==> config.mk <==
export PLATFORM = sky130hd
export DESIGN_NAME = tw_timer16_waveform_control
export DESIGN_NICKNAME = d
export VERILOG_FILES = /design/src/rtl/tw_pkg.sv /design/src/rtl/tw_timer16_waveform_control.sv
export SDC_FILE = /design/constraint.sdc
export NUM_CORES = 1
export LEC_CHECK = 0
export BUFFER_PORTS_ARGS = -buffer_cell sky130_fd_sc_hd__buf_2
export CAP_MARGIN = 10
export CELL_PAD_IN_SITES_DETAIL_PLACEMENT = 0
export CELL_PAD_IN_SITES_GLOBAL_PLACEMENT = 2
export CORE_UTILIZATION = 38
export DETAILED_ROUTE_END_ITERATION = 16
export GPL_TIMING_DRIVEN = 0
export PLACE_DENSITY_LB_ADDON = 0.1
export REMOVE_ABC_BUFFERS = 1
export SYNTH_ARGS = -nofsm -noshare
export SYNTH_HDL_FRONTEND = slang
export SYNTH_SLANG_ARGS = --single-unit
==> constraint.sdc <==
create_clock -name mclk -period 5.4 [get_ports mclk]
set_clock_uncertainty 0.05 [all_clocks]
set_input_delay 1.08 -clock mclk [delete_from_list [all_inputs] [get_ports mclk]]
set_output_delay 1.08 -clock mclk [all_outputs]
set_load 0.03 [all_outputs]
==> src/rtl/tw_pkg.sv <==
`default_nettype none
package tw_pkg;

  // Bus geometry and register indices; the byte address is four times the index.
  localparam int          ADDR_W              = 12;
  localparam logic [9:0]  IDX_OUTPUT_MODE_CTRL   = 10'h080;
  localparam logic [9:0]  IDX_CLOCK_CAPTURE_CTRL = 10'h081;
  localparam logic [9:0]  IDX_COUNT_VALUE     = 10'h082;
  localparam logic [9:0]  IDX_COMPARE_A       = 10'h083;
  localparam logic [9:0]  IDX_COMPARE_B       = 10'h084;
  localparam logic [9:0]  IDX_CAPTURE         = 10'h085;
  localparam logic [9:0]  IDX_EVENT_FLAGS     = 10'h086;
  localparam logic [9:0]  IDX_PIN_DIRECTION   = 10'h087;

  // Field positions in the two control registers.
  localparam int          CHA_MODE_POS        = 6;
  localparam int          CHB_MODE_POS        = 4;
  localparam int          WSEL_LO_POS         = 0;
  localparam int          FILTER_EN_POS       = 7;
  localparam int          EDGE_SEL_POS        = 6;
  localparam int          WSEL_HI_POS         = 3;
  localparam int          CLK_SEL_POS         = 0;
  localparam logic [7:0]  OUTPUT_MODE_WMASK   = 8'hf3;
  localparam logic [7:0]  CLOCK_CAPTURE_WMASK = 8'hdf;
  localparam logic [7:0]  CTRL_RESET          = 8'h00;

  // Event flag bits.
  localparam int          FLG_OVERFLOW        = 0;
  localparam int          FLG_MATCH_A         = 1;
  localparam int          FLG_MATCH_B         = 2;
  localparam int          FLG_CAPTURE         = 3;

  // Count limits.
  localparam logic [15:0] CNT_MAX             = 16'hffff;
  localparam logic [15:0] CNT_BOTTOM          = 16'h0000;
  localparam logic [15:0] TOP_8BIT            = 16'h00ff;
  localparam logic [15:0] TOP_9BIT            = 16'h01ff;
  localparam logic [15:0] TOP_10BIT           = 16'h03ff;

  // Waveform select codes.
  localparam logic [3:0]  WM_NORMAL    = 4'h0;
  localparam logic [3:0]  WM_PC_8      = 4'h1;
  localparam logic [3:0]  WM_PC_9      = 4'h2;
  localparam logic [3:0]  WM_PC_10     = 4'h3;
  localparam logic [3:0]  WM_CTC_CMPA  = 4'h4;
  localparam logic [3:0]  WM_FAST_8    = 4'h5;
  localparam logic [3:0]  WM_FAST_9    = 4'h6;
  localparam logic [3:0]  WM_FAST_10   = 4'h7;
  localparam logic [3:0]  WM_PFC_CAPT  = 4'h8;
  localparam logic [3:0]  WM_PFC_CMPA  = 4'h9;
  localparam logic [3:0]  WM_PC_CAPT   = 4'ha;
  localparam logic [3:0]  WM_PC_CMPA   = 4'hb;
  localparam logic [3:0]  WM_CTC_CAPT  = 4'hc;
  localparam logic [3:0]  WM_RESERVED  = 4'hd;
  localparam logic [3:0]  WM_FAST_CAPT = 4'he;
  localparam logic [3:0]  WM_FAST_CMPA = 4'hf;

  // Clock source select codes and prescaler.
  localparam logic [2:0]  CS_STOP      = 3'h0;
  localparam logic [2:0]  CS_DIV1      = 3'h1;
  localparam logic [2:0]  CS_DIV8      = 3'h2;
  localparam logic [2:0]  CS_DIV64     = 3'h3;
  localparam logic [2:0]  CS_DIV256    = 3'h4;
  localparam logic [2:0]  CS_DIV1024   = 3'h5;
  localparam logic [2:0]  CS_EXT_FALL  = 3'h6;
  localparam logic [2:0]  CS_EXT_RISE  = 3'h7;
  localparam int          PRESC_W      = 10;
  localparam logic [9:0]  DIV8_LAST    = 10'h007;
  localparam logic [9:0]  DIV64_LAST   = 10'h03f;
  localparam logic [9:0]  DIV256_LAST  = 10'h0ff;
  localparam logic [9:0]  DIV1024_LAST = 10'h3ff;

  localparam int          FILTER_DEPTH = 4;
  localparam logic [1:0]  RESP_OKAY    = 2'b00;
  localparam logic [1:0]  RESP_SLVERR  = 2'b10;

  typedef enum logic [4:0] {
    CLS_NORMAL = 5'b00001,
    CLS_CTC    = 5'b00010,
    CLS_PC     = 5'b00100,
    CLS_PFC    = 5'b01000,
    CLS_FAST   = 5'b10000
  } tw_mode_class_t;

endpackage : tw_pkg
`default_nettype wire

==> src/rtl/tw_timer16_waveform_control.sv <==
`timescale 1ns/10ps
`default_nettype none
module tw_timer16_waveform_control #(
  parameter int ADDR_W     = tw_pkg::ADDR_W,
  parameter int FILTER_LEN = tw_pkg::FILTER_DEPTH
) (
  input  wire logic              mclk,
  input  wire logic              reset,
  input  wire logic              s_axi_awvalid,
  output logic                   s_axi_awready,
  input  wire logic [ADDR_W-1:0] s_axi_awaddr,
  input  wire logic              s_axi_wvalid,
  output logic                   s_axi_wready,
  input  wire logic [31:0]       s_axi_wdata,
  input  wire logic [3:0]        s_axi_wstrb,
  output logic                   s_axi_bvalid,
  input  wire logic              s_axi_bready,
  output logic [1:0]             s_axi_bresp,
  input  wire logic              s_axi_arvalid,
  output logic                   s_axi_arready,
  input  wire logic [ADDR_W-1:0] s_axi_araddr,
  output logic                   s_axi_rvalid,
  input  wire logic              s_axi_rready,
  output logic [31:0]            s_axi_rdata,
  output logic [1:0]             s_axi_rresp,
  input  wire logic              capture_pin,
  input  wire logic              external_count_pin,
  output logic                   wave_out_a,
  output logic                   wave_out_a_en,
  output logic                   wave_out_b,
  output logic                   wave_out_b_en
);

  typedef struct packed {
    logic [7:0]                output_mode_ctrl;
    logic [7:0]                clock_capture_ctrl;
    logic [1:0]                pin_direction;
    logic [15:0]               count_value;
    logic [15:0]               buffer_a;
    logic [15:0]               buffer_b;
    logic [15:0]               compare_value_a;
    logic [15:0]               compare_value_b;
    logic [15:0]               capture_value;
    logic                      count_down;
    logic [3:0]                flags;
    logic [tw_pkg::PRESC_W-1:0] presc;
    logic [1:0]                capSync;
    logic [1:0]                extSync;
    logic                      extPrev;
    logic [FILTER_LEN-1:0]     capHist;
    logic                      capFilt;
    logic                      capPrev;
    logic                      waveA;
    logic                      waveB;
    logic                      waveAEn;
    logic                      waveBEn;
    logic                      awReady;
    logic                      wReady;
    logic                      awHeld;
    logic                      wHeld;
    logic [ADDR_W-1:0]         awAddr;
    logic [31:0]               wData;
    logic [3:0]                wStrb;
    logic                      bValid;
    logic [1:0]                bResp;
    logic                      arReady;
    logic                      rValid;
    logic [31:0]               rData;
    logic [1:0]                rResp;
  } tw_state_t;

  tw_state_t st;
  tw_state_t next_st;

  function automatic tw_pkg::tw_mode_class_t modeClass(input logic [3:0] m);
    case (m)
      tw_pkg::WM_PC_8, tw_pkg::WM_PC_9, tw_pkg::WM_PC_10,
      tw_pkg::WM_PC_CAPT, tw_pkg::WM_PC_CMPA: modeClass = tw_pkg::CLS_PC;
      tw_pkg::WM_PFC_CAPT, tw_pkg::WM_PFC_CMPA: modeClass = tw_pkg::CLS_PFC;
      tw_pkg::WM_FAST_8, tw_pkg::WM_FAST_9, tw_pkg::WM_FAST_10,
      tw_pkg::WM_FAST_CAPT, tw_pkg::WM_FAST_CMPA: modeClass = tw_pkg::CLS_FAST;
      tw_pkg::WM_CTC_CMPA, tw_pkg::WM_CTC_CAPT: modeClass = tw_pkg::CLS_CTC;
      default: modeClass = tw_pkg::CLS_NORMAL;
    endcase
  endfunction : modeClass

  function automatic logic topFromCapture(input logic [3:0] m);
    topFromCapture = (m == tw_pkg::WM_PFC_CAPT) || (m == tw_pkg::WM_PC_CAPT) ||
                     (m == tw_pkg::WM_CTC_CAPT) || (m == tw_pkg::WM_FAST_CAPT);
  endfunction : topFromCapture

  function automatic logic [15:0] topOf(input logic [3:0]  m,
                                        input logic [15:0] cmpA,
                                        input logic [15:0] capt);
    case (m)
      tw_pkg::WM_PC_8, tw_pkg::WM_FAST_8: topOf = tw_pkg::TOP_8BIT;
      tw_pkg::WM_PC_9, tw_pkg::WM_FAST_9: topOf = tw_pkg::TOP_9BIT;
      tw_pkg::WM_PC_10, tw_pkg::WM_FAST_10: topOf = tw_pkg::TOP_10BIT;
      tw_pkg::WM_CTC_CMPA, tw_pkg::WM_PFC_CMPA,
      tw_pkg::WM_PC_CMPA, tw_pkg::WM_FAST_CMPA: topOf = cmpA;
      tw_pkg::WM_PFC_CAPT, tw_pkg::WM_PC_CAPT,
      tw_pkg::WM_CTC_CAPT, tw_pkg::WM_FAST_CAPT: topOf = capt;
      default: topOf = tw_pkg::CNT_MAX;
    endcase
  endfunction : topOf

  function automatic logic [15:0] merge16(input logic [15:0] old,
                                          input logic [31:0] data,
                                          input logic [3:0]  strb);
    merge16 = old;
    if (strb[0]) begin
      merge16[7:0] = data[7:0];
    end
    if (strb[1]) begin
      merge16[15:8] = data[15:8];
    end
  endfunction : merge16

  // Next level of one waveform output for one tick; isA selects channel A rules.
  function automatic logic waveNext(input tw_pkg::tw_mode_class_t cls,
                                    input logic [1:0] com,
                                    input logic       isA,
                                    input logic [3:0] m,
                                    input logic       match,
                                    input logic       cmpIsTop,
                                    input logic       atTop,
                                    input logic       down,
                                    input logic       cur);
    waveNext = cur;
    case (cls)
      tw_pkg::CLS_FAST: begin
        if (com == 2'b01 && isA && match &&
            (m == tw_pkg::WM_FAST_CAPT || m == tw_pkg::WM_FAST_CMPA)) begin
          waveNext = ~cur;
        end
        if (com[1] && match && !cmpIsTop) begin
          waveNext = com[0];
        end
        if (com[1] && atTop) begin
          waveNext = ~com[0];
        end
      end
      tw_pkg::CLS_PC, tw_pkg::CLS_PFC: begin
        if (com == 2'b01 && isA && match &&
            (m == tw_pkg::WM_PFC_CMPA || m == tw_pkg::WM_PC_CMPA)) begin
          waveNext = ~cur;
        end
        if (com[1] && match) begin
          waveNext = com[0] ^ down;
        end
      end
      default: begin
        if (match) begin
          case (com)
            2'b01: waveNext = ~cur;
            2'b10: waveNext = 1'b0;
            2'b11: waveNext = 1'b1;
            default: waveNext = cur;
          endcase
        end
      end
    endcase
  endfunction : waveNext

  logic [3:0]             wsel;
  tw_pkg::tw_mode_class_t cls;
  logic [15:0]            top;
  logic [1:0]             comA;
  logic [1:0]             comB;
  logic [2:0]             clkSel;
  logic                   tick;
  logic                   atTop;
  logic                   atBottom;
  logic                   matchA;
  logic                   matchB;
  logic                   capEdge;
  logic                   capTop;
  logic                   doWrite;
  logic                   awHs;
  logic                   wHs;
  logic                   arHs;
  logic [9:0]             wIdx;
  logic [9:0]             rIdx;
  logic [3:0]             flagSet;
  logic [3:0]             flagClr;

  always_comb begin
    next_st = st;
    wsel = {st.clock_capture_ctrl[tw_pkg::WSEL_HI_POS +: 2],
            st.output_mode_ctrl[tw_pkg::WSEL_LO_POS +: 2]};
    cls      = modeClass(wsel);
    top      = topOf(wsel, st.compare_value_a, st.capture_value);
    capTop   = topFromCapture(wsel);
    comA     = st.output_mode_ctrl[tw_pkg::CHA_MODE_POS +: 2];
    comB     = st.output_mode_ctrl[tw_pkg::CHB_MODE_POS +: 2];
    clkSel   = st.clock_capture_ctrl[tw_pkg::CLK_SEL_POS +: 3];
    atTop    = (st.count_value == top);
    atBottom = (st.count_value == tw_pkg::CNT_BOTTOM);
    matchA   = (st.count_value == st.compare_value_a);
    matchB   = (st.count_value == st.compare_value_b);
    flagSet  = 4'h0;
    flagClr  = 4'h0;

    next_st.capSync = {st.capSync[0], capture_pin};
    next_st.extSync = {st.extSync[0], external_count_pin};
    next_st.extPrev = st.extSync[1];
    next_st.presc   = st.presc + 10'h001;

    case (clkSel)
      tw_pkg::CS_DIV1:     tick = 1'b1;
      tw_pkg::CS_DIV8:     tick = (st.presc[2:0] == tw_pkg::DIV8_LAST[2:0]);
      tw_pkg::CS_DIV64:    tick = (st.presc[5:0] == tw_pkg::DIV64_LAST[5:0]);
      tw_pkg::CS_DIV256:   tick = (st.presc[7:0] == tw_pkg::DIV256_LAST[7:0]);
      tw_pkg::CS_DIV1024:  tick = (st.presc == tw_pkg::DIV1024_LAST);
      tw_pkg::CS_EXT_FALL: tick = st.extPrev & ~st.extSync[1];
      tw_pkg::CS_EXT_RISE: tick = ~st.extPrev & st.extSync[1];
      default:             tick = 1'b0;
    endcase

    next_st.capHist = {st.capHist[FILTER_LEN-2:0], st.capSync[1]};
    if (st.clock_capture_ctrl[tw_pkg::FILTER_EN_POS]) begin
      if (&st.capHist) begin
        next_st.capFilt = 1'b1;
      end else if (~|st.capHist) begin
        next_st.capFilt = 1'b0;
      end
    end else begin
      next_st.capFilt = st.capSync[1];
    end
    next_st.capPrev = st.capFilt;
    capEdge = st.clock_capture_ctrl[tw_pkg::EDGE_SEL_POS] ? (st.capFilt & ~st.capPrev)
                                                          : (~st.capFilt & st.capPrev);
    if (capEdge && !capTop) begin
      next_st.capture_value = st.count_value;
      flagSet[tw_pkg::FLG_CAPTURE] = 1'b1;
    end

    if (cls == tw_pkg::CLS_NORMAL || cls == tw_pkg::CLS_CTC) begin
      next_st.compare_value_a = st.buffer_a;
      next_st.compare_value_b = st.buffer_b;
    end

    if (tick) begin
      flagSet[tw_pkg::FLG_MATCH_A] = matchA;
      flagSet[tw_pkg::FLG_MATCH_B] = matchB;
      if (capTop && atTop) begin
        flagSet[tw_pkg::FLG_CAPTURE] = 1'b1;
      end
      next_st.waveA = waveNext(cls, comA, 1'b1, wsel, matchA,
                               st.compare_value_a == top, atTop, st.count_down, st.waveA);
      next_st.waveB = waveNext(cls, comB, 1'b0, wsel, matchB,
                               st.compare_value_b == top, atTop, st.count_down, st.waveB);
      case (cls)
        tw_pkg::CLS_PC, tw_pkg::CLS_PFC: begin
          if (!st.count_down) begin
            if (st.count_value >= top) begin
              next_st.count_down  = 1'b1;
              next_st.count_value = st.count_value - 16'h0001;
            end else begin
              next_st.count_value = st.count_value + 16'h0001;
            end
          end else if (atBottom) begin
            next_st.count_down  = 1'b0;
            next_st.count_value = st.count_value + 16'h0001;
          end else begin
            next_st.count_value = st.count_value - 16'h0001;
          end
          if (cls == tw_pkg::CLS_PC && !st.count_down && st.count_value >= top) begin
            next_st.compare_value_a = st.buffer_a;
            next_st.compare_value_b = st.buffer_b;
          end
          if (cls == tw_pkg::CLS_PFC && st.count_down && atBottom) begin
            next_st.compare_value_a = st.buffer_a;
            next_st.compare_value_b = st.buffer_b;
          end
          flagSet[tw_pkg::FLG_OVERFLOW] = st.count_down & atBottom;
        end
        tw_pkg::CLS_FAST: begin
          next_st.count_down  = 1'b0;
          next_st.count_value = atTop ? tw_pkg::CNT_BOTTOM : st.count_value + 16'h0001;
          if (atTop) begin
            next_st.compare_value_a = st.buffer_a;
            next_st.compare_value_b = st.buffer_b;
          end
          flagSet[tw_pkg::FLG_OVERFLOW] = atTop;
        end
        default: begin
          next_st.count_down  = 1'b0;
          next_st.count_value = atTop ? tw_pkg::CNT_BOTTOM : st.count_value + 16'h0001;
          flagSet[tw_pkg::FLG_OVERFLOW] = (st.count_value == tw_pkg::CNT_MAX);
        end
      endcase
    end

    next_st.waveAEn = (comA != 2'b00) & st.pin_direction[0];
    next_st.waveBEn = (comB != 2'b00) & st.pin_direction[1];

    awHs    = s_axi_awvalid & st.awReady;
    wHs     = s_axi_wvalid & st.wReady;
    arHs    = s_axi_arvalid & st.arReady;
    doWrite = st.awHeld & st.wHeld & ~st.bValid;
    wIdx    = st.awAddr[11:2];
    rIdx    = s_axi_araddr[11:2];
    if (awHs) begin
      next_st.awHeld = 1'b1;
      next_st.awAddr = s_axi_awaddr;
    end
    if (wHs) begin
      next_st.wHeld = 1'b1;
      next_st.wData = s_axi_wdata;
      next_st.wStrb = s_axi_wstrb;
    end
    if (st.bValid && s_axi_bready) begin
      next_st.bValid = 1'b0;
    end
    if (doWrite) begin
      next_st.awHeld = 1'b0;
      next_st.wHeld  = 1'b0;
      next_st.bValid = 1'b1;
      next_st.bResp  = tw_pkg::RESP_OKAY;
      case (wIdx)
        tw_pkg::IDX_OUTPUT_MODE_CTRL: if (st.wStrb[0]) begin
          next_st.output_mode_ctrl = st.wData[7:0] & tw_pkg::OUTPUT_MODE_WMASK;
        end
        tw_pkg::IDX_CLOCK_CAPTURE_CTRL: if (st.wStrb[0]) begin
          next_st.clock_capture_ctrl = st.wData[7:0] & tw_pkg::CLOCK_CAPTURE_WMASK;
        end
        tw_pkg::IDX_COUNT_VALUE: begin
          next_st.count_value = merge16(st.count_value, st.wData, st.wStrb);
        end
        tw_pkg::IDX_COMPARE_A: begin
          next_st.buffer_a = merge16(st.buffer_a, st.wData, st.wStrb);
        end
        tw_pkg::IDX_COMPARE_B: begin
          next_st.buffer_b = merge16(st.buffer_b, st.wData, st.wStrb);
        end
        tw_pkg::IDX_CAPTURE: begin
          next_st.capture_value = merge16(st.capture_value, st.wData, st.wStrb);
        end
        tw_pkg::IDX_EVENT_FLAGS: if (st.wStrb[0]) begin
          flagClr = st.wData[3:0];
        end
        tw_pkg::IDX_PIN_DIRECTION: if (st.wStrb[0]) begin
          next_st.pin_direction = st.wData[1:0];
        end
        default: next_st.bResp = tw_pkg::RESP_SLVERR;
      endcase
    end
    // A hardware event in the clearing cycle survives the clear.
    next_st.flags   = (st.flags & ~flagClr) | flagSet;
    next_st.awReady = ~next_st.awHeld;
    next_st.wReady  = ~next_st.wHeld;

    if (st.rValid && s_axi_rready) begin
      next_st.rValid = 1'b0;
    end
    if (arHs) begin
      next_st.rValid = 1'b1;
      next_st.rResp  = tw_pkg::RESP_OKAY;
      case (rIdx)
        tw_pkg::IDX_OUTPUT_MODE_CTRL:   next_st.rData = {24'h000000, st.output_mode_ctrl};
        tw_pkg::IDX_CLOCK_CAPTURE_CTRL: next_st.rData = {24'h000000, st.clock_capture_ctrl};
        tw_pkg::IDX_COUNT_VALUE:        next_st.rData = {16'h0000, st.count_value};
        tw_pkg::IDX_COMPARE_A:          next_st.rData = {16'h0000, st.buffer_a};
        tw_pkg::IDX_COMPARE_B:          next_st.rData = {16'h0000, st.buffer_b};
        tw_pkg::IDX_CAPTURE:            next_st.rData = {16'h0000, st.capture_value};
        tw_pkg::IDX_EVENT_FLAGS:        next_st.rData = {28'h0000000, st.flags};
        tw_pkg::IDX_PIN_DIRECTION:      next_st.rData = {30'h00000000, st.pin_direction};
        default: begin
          next_st.rData = 32'h00000000;
          next_st.rResp = tw_pkg::RESP_SLVERR;
        end
      endcase
    end
    next_st.arReady = ~next_st.rValid;
  end

  always_ff @(posedge mclk) begin
    if (reset) begin
      st <= '0;
    end else begin
      st <= next_st;
    end
  end

  assign s_axi_awready = st.awReady;
  assign s_axi_wready  = st.wReady;
  assign s_axi_bvalid  = st.bValid;
  assign s_axi_bresp   = st.bResp;
  assign s_axi_arready = st.arReady;
  assign s_axi_rvalid  = st.rValid;
  assign s_axi_rdata   = st.rData;
  assign s_axi_rresp   = st.rResp;
  assign wave_out_a    = st.waveA;
  assign wave_out_a_en = st.waveAEn;
  assign wave_out_b    = st.waveB;
  assign wave_out_b_en = st.waveBEn;

endmodule : tw_timer16_waveform_control
`default_nettype wire

==> run_results.csv <==
group,metric,value,unit
outcome,status,"complete, no violations",
critical_path,crit_chain,"clkinv_2 > a2bb2oi_1 > o22ai_1 > ha_1 > nand4_1 > nor4_4 > a2111oi_0 > and3_1 > o21ai_2 > buf_8 > o221a_2 > nor3_1 > a22o_1",
critical_path,startpoint_type,"flip-flop",
logic_synthesis,synth_cell_types,83,
timing,rsz0062_at_grt,"false",
critical_path,cp_max_fo,42,
worst_hold_path,hold_class,"reg -> reg",
power_and_ir_drop,pwr-share-seq,50.1,%
power_and_ir_drop,p_clk_share,44.9,%
clock_tree,cts_tree,"yes",
floorplanning,die_area,33300,um2
logic_synthesis,synth-seq-cells,194,
power_and_ir_drop,p_leak,4.80,nW
clock_tree,holdBufCountCts,0,
clock_tree,insertion_delay,0.46,ns
placement,placed_cell_area,12800,um2
timing,drv_slew,0,
grt,track_usage,27.2,%
grt,antenna_found_initial,0,
placement,gp_congestion,0.927,
clock_tree,post_cts_buffers,0,
clock_tree,cts.clk_slew.worst_paths,0.08,ns
drt,drt_iter0_drc,1041,
clock_tree,cts_buffers,17,
power_and_ir_drop,peakVddDrop,0.000231,V
drt,vias,12000,
timing,min_period,5.08,ns
timing,max_freq,197,MHz
drt,wl_per_cell,22.0,um
logic_synthesis,synth.yosys.seq_area_share,31.4,%
power_and_ir_drop,p_per_area,221,nW/um2
clock_tree,htreeDepth,4,
grt,grt_pass1_vias,11000,
logic_synthesis,yosysWarnings,0,
drt,drc_errors,0,
clock_tree,clk_path_buf_depth,2,
drt,ant_nets,0,
timing,tightestPinTransition,1.27,ns
logic_synthesis,netlist_instances,1655,
drt,vias_per_cell,5.86,
grt,grt.overflow.total,0,
critical_path,worstPathRequired,5.70,ns
clock_tree,root_buffer,"clkbuf_16",
critical_path,worst_setup_path_end_kind,"flip-flop",
power_and_ir_drop,internal_power,0.00220,W
grt,grt_max_degree,120,
critical_path,cp_data_arrival_time,5.38,ns
critical_path,r2r_slack,0.32,ns
placement,port-buffer-count,73,
critical_path,crit_path_start,"st[223]",
finish,stdcell_count,2054,
floorplanning,num_rows,65,
critical_path,rr_startpoint,"st[223]",
logic_synthesis,synthFlopType,"dfxtp_1",
timing,fin_crit_sh,94.0,%
floorplanning,die_w,182,um
worst_hold_path,holdCritStartpoint,"next_st[103]",
logic_synthesis,synth-edff-count,0,
finish,fillers,3307,
critical_path,max_stage_delay,0.92,ns
logic_synthesis,async_flop_share,0,%
logic_synthesis,synth_area_per_cell,7.48,um2
floorplanning,dieHeight,182,um
power_and_ir_drop,sw_frac_of_total,26.0,%
finish,nNetsFinal,1695,
placement,dp.cells,2021,
critical_path,path_class,"reg -> reg",
floorplanning,core,31800,um2
grt,grt_pass1_wl,68700,um
run,maxCapViolCount,0,
critical_path,slowest_stage,"dfxtp_2",
power_and_ir_drop,p_comb_share,5.0,%
finish,synthToLayoutAreaGrowth,8.44,%
finish,post-route-cell-area,13400,um2
finish,drive_gt1_share,10.6,%
timing,finalSetupViolCount,0,
logic_synthesis,syn_area,12400,um2
finish,diodes,0,
drt,first_pass_iters,5,
placement,dp_hpwl,32100,um
timing,relSlewSlack,15.4,%
clock_tree,clkSinkCount,194,
floorplanning,start_util,38.9,%
drt,postRouteWirelength,45200,um
power_and_ir_drop,p_sw,0.000773,W
floorplanning,io_pins,114,
timing,hold_violations,0,
==> metrics by stage <==
step | hold slack (ns) | setup WS, ns | power (W) | TNS [ns] | utilization (%)
floorplan | 0.364 | -3.07 | 0.00159 | -102.61 | -
global placement | 0.369 | -7.87 | 0.00167 | -283.19 | 39.3
detailed placement | 0.376 | -0.0135 | 0.00167 | -0.0135 | 40.3
CTS | 0.396 | 0.0780 | 0.00300 | 0 | 42.2
global route | 0.417 | 0.0607 | 0.00308 | 0 | 42.2
finish | 0.391 | 0.325 | 0.00297 | 0 | 42.2
==> routing by layer <==
layer / track usage, % / part of all wire (%) / vias to the layer above / wire (um)
met3: 4.67 / 5.5 / 41 / 2500
met1: 38.6 / 48 / 5854 / 21600
li1: - / - / 5784 / -
met2: 42.1 / 45 / 355 / 20300
met5: 0 / 0 / - / 0
met4: 7.39 / 1.9 / 0 / 866
==> registers in the layout, indices dropped and copies added, names as in the netlist <==
| register | cells |
|---|---|
| clkSel | 3 |
| comA | 2 |
| comB | 2 |
| next_st | 8 |
| s_axi_arready | 1 |
| s_axi_awready | 1 |
| s_axi_bresp | 1 |
| s_axi_bvalid | 1 |
| s_axi_rdata | 16 |
| s_axi_rresp | 1 |
| s_axi_rvalid | 1 |
| s_axi_wready | 1 |
| st | 152 |
| wave_out_a | 1 |
| wave_out_a_en | 1 |
| wave_out_b | 1 |
| wave_out_b_en | 1 |
==> layout by cell type (no fill, tap or decap), types with 12 or more instances in the layout <==
cell type	n
nor2b_1	21
nand2_1	193
a221oi_1	14
and3_1	16
mux2i_1	62
nor3_1	53
xor2_1	12
nand4_1	15
a311oi_1	15
conb_1	18
nand3_1	25
clkbuf_16	17
o22ai_1	28
dfxtp_1	190
buf_2	73
nor4_1	37
a22oi_1	25
a211oi_1	19
nor2_1	206
mux2_2	12
ha_1	20
a21oi_1	160
o21ai_0	87
xnor2_1	53
inv_1	36
==> power by group through the flow <==
| stage | Clock [W] | Combinational, W | Sequential [W] |
|---|---|---|---|
| floorplan | 0 | 0.0000702 | 0.00152 |
| global placement | 0 | 0.000148 | 0.00152 |
| detailed placement | 0 | 0.000150 | 0.00152 |
| CTS | 0.00136 | 0.000151 | 0.00149 |
| global route | 0.00142 | 0.000165 | 0.00149 |
| finish | 0.00133 | 0.000150 | 0.00149 |
==> cells in the mapped netlist, drive strengths merged, types with 4 or more instances <==
cell type | number | area, um2
nand3 | 26 | 135
nand2b | 11 | 68.8
a211oi | 19 | 143
nor4 | 46 | 340
mux2 | 19 | 214
o22ai | 28 | 175
nor2 | 209 | 785
nand3b | 8 | 60.1
nor3 | 54 | 270
a22oi | 25 | 188
and3 | 17 | 111
a31oi | 11 | 68.8
a222oi | 6 | 60.1
a311oi | 15 | 131
nor4b | 5 | 50.0
o31ai | 7 | 52.6
dfxtp | 194 | 3880
nand2 | 193 | 724
or2 | 4 | 25.0
nand4 | 16 | 115
a221oi | 15 | 138
a21o | 4 | 30.0
or3 | 6 | 37.5
o21ai | 89 | 449
a32oi | 6 | 52.6
and2 | 11 | 68.8
nor2b | 21 | 131
a2bb2oi | 10 | 87.6
inv | 36 | 135
o211ai | 5 | 51.3
clkbuf | 99 | 372
ha | 20 | 250
xor2 | 12 | 105
o221ai | 5 | 43.8
o32ai | 4 | 35.0
xnor2 | 53 | 464
mux2i | 62 | 621
buf | 77 | 493
a21oi | 162 | 815
nor3b | 6 | 45.0
==> area by class of cell <==
| cell class | count | area (um2) | share of cell area, % |
|---|---|---|---|
| well taps | 435 | 544 | 4.05 |
| clock inverters | 11 | 139 | 1.03 |
| flip-flops and latches | 194 | 3890 | 29.0 |
| repair buffers | 91 | 621 | 4.62 |
| multi-input cells | 1265 | 7620 | 56.8 |
| inverters | 37 | 140 | 1.04 |
| clock buffers | 21 | 470 | 3.50 |
==> path summary, 6_finish.rpt <==
path,to,cells after the start
setup / recovery,st[153],13
hold / removal,next_st[101],1
setup reg to reg,st[153],13
hold reg to reg,next_st[101],1
==> logic make-up (layout without fill, tap and decap cells) <==
logic type      Yosys count  after routing  synth area share, %
simple gates            644            644                 24.8
compound gates          437            437                 22.3
buf+inv                 213            160                 8.11
flops                   194            194                 31.4
mux                      81             81                 6.74
xor+xnor                 65             65                 4.60
fa+ha+maj                20             20                 2.02
other cells               1             18               0.0303
==> repair_timing <==
action	in CTS	in global routing
resized for setup	1	2
setup endpoints to repair	2	35
gates cloned	0	0
==> critical path: cells and delay by family, from the launching register on <==
| family | cells | cell delay [ns] |
|---|---|---|
| adders and majority gates | 1 | 0.20 |
| AOI/OAI and AO/OA | 6 | 1.88 |
| and+or+nand+nor | 4 | 1.07 |
| buffers and inverters | 2 | 0.79 |
| DFF | 1 | 0.92 |
(Power assumes the default switching activity.)
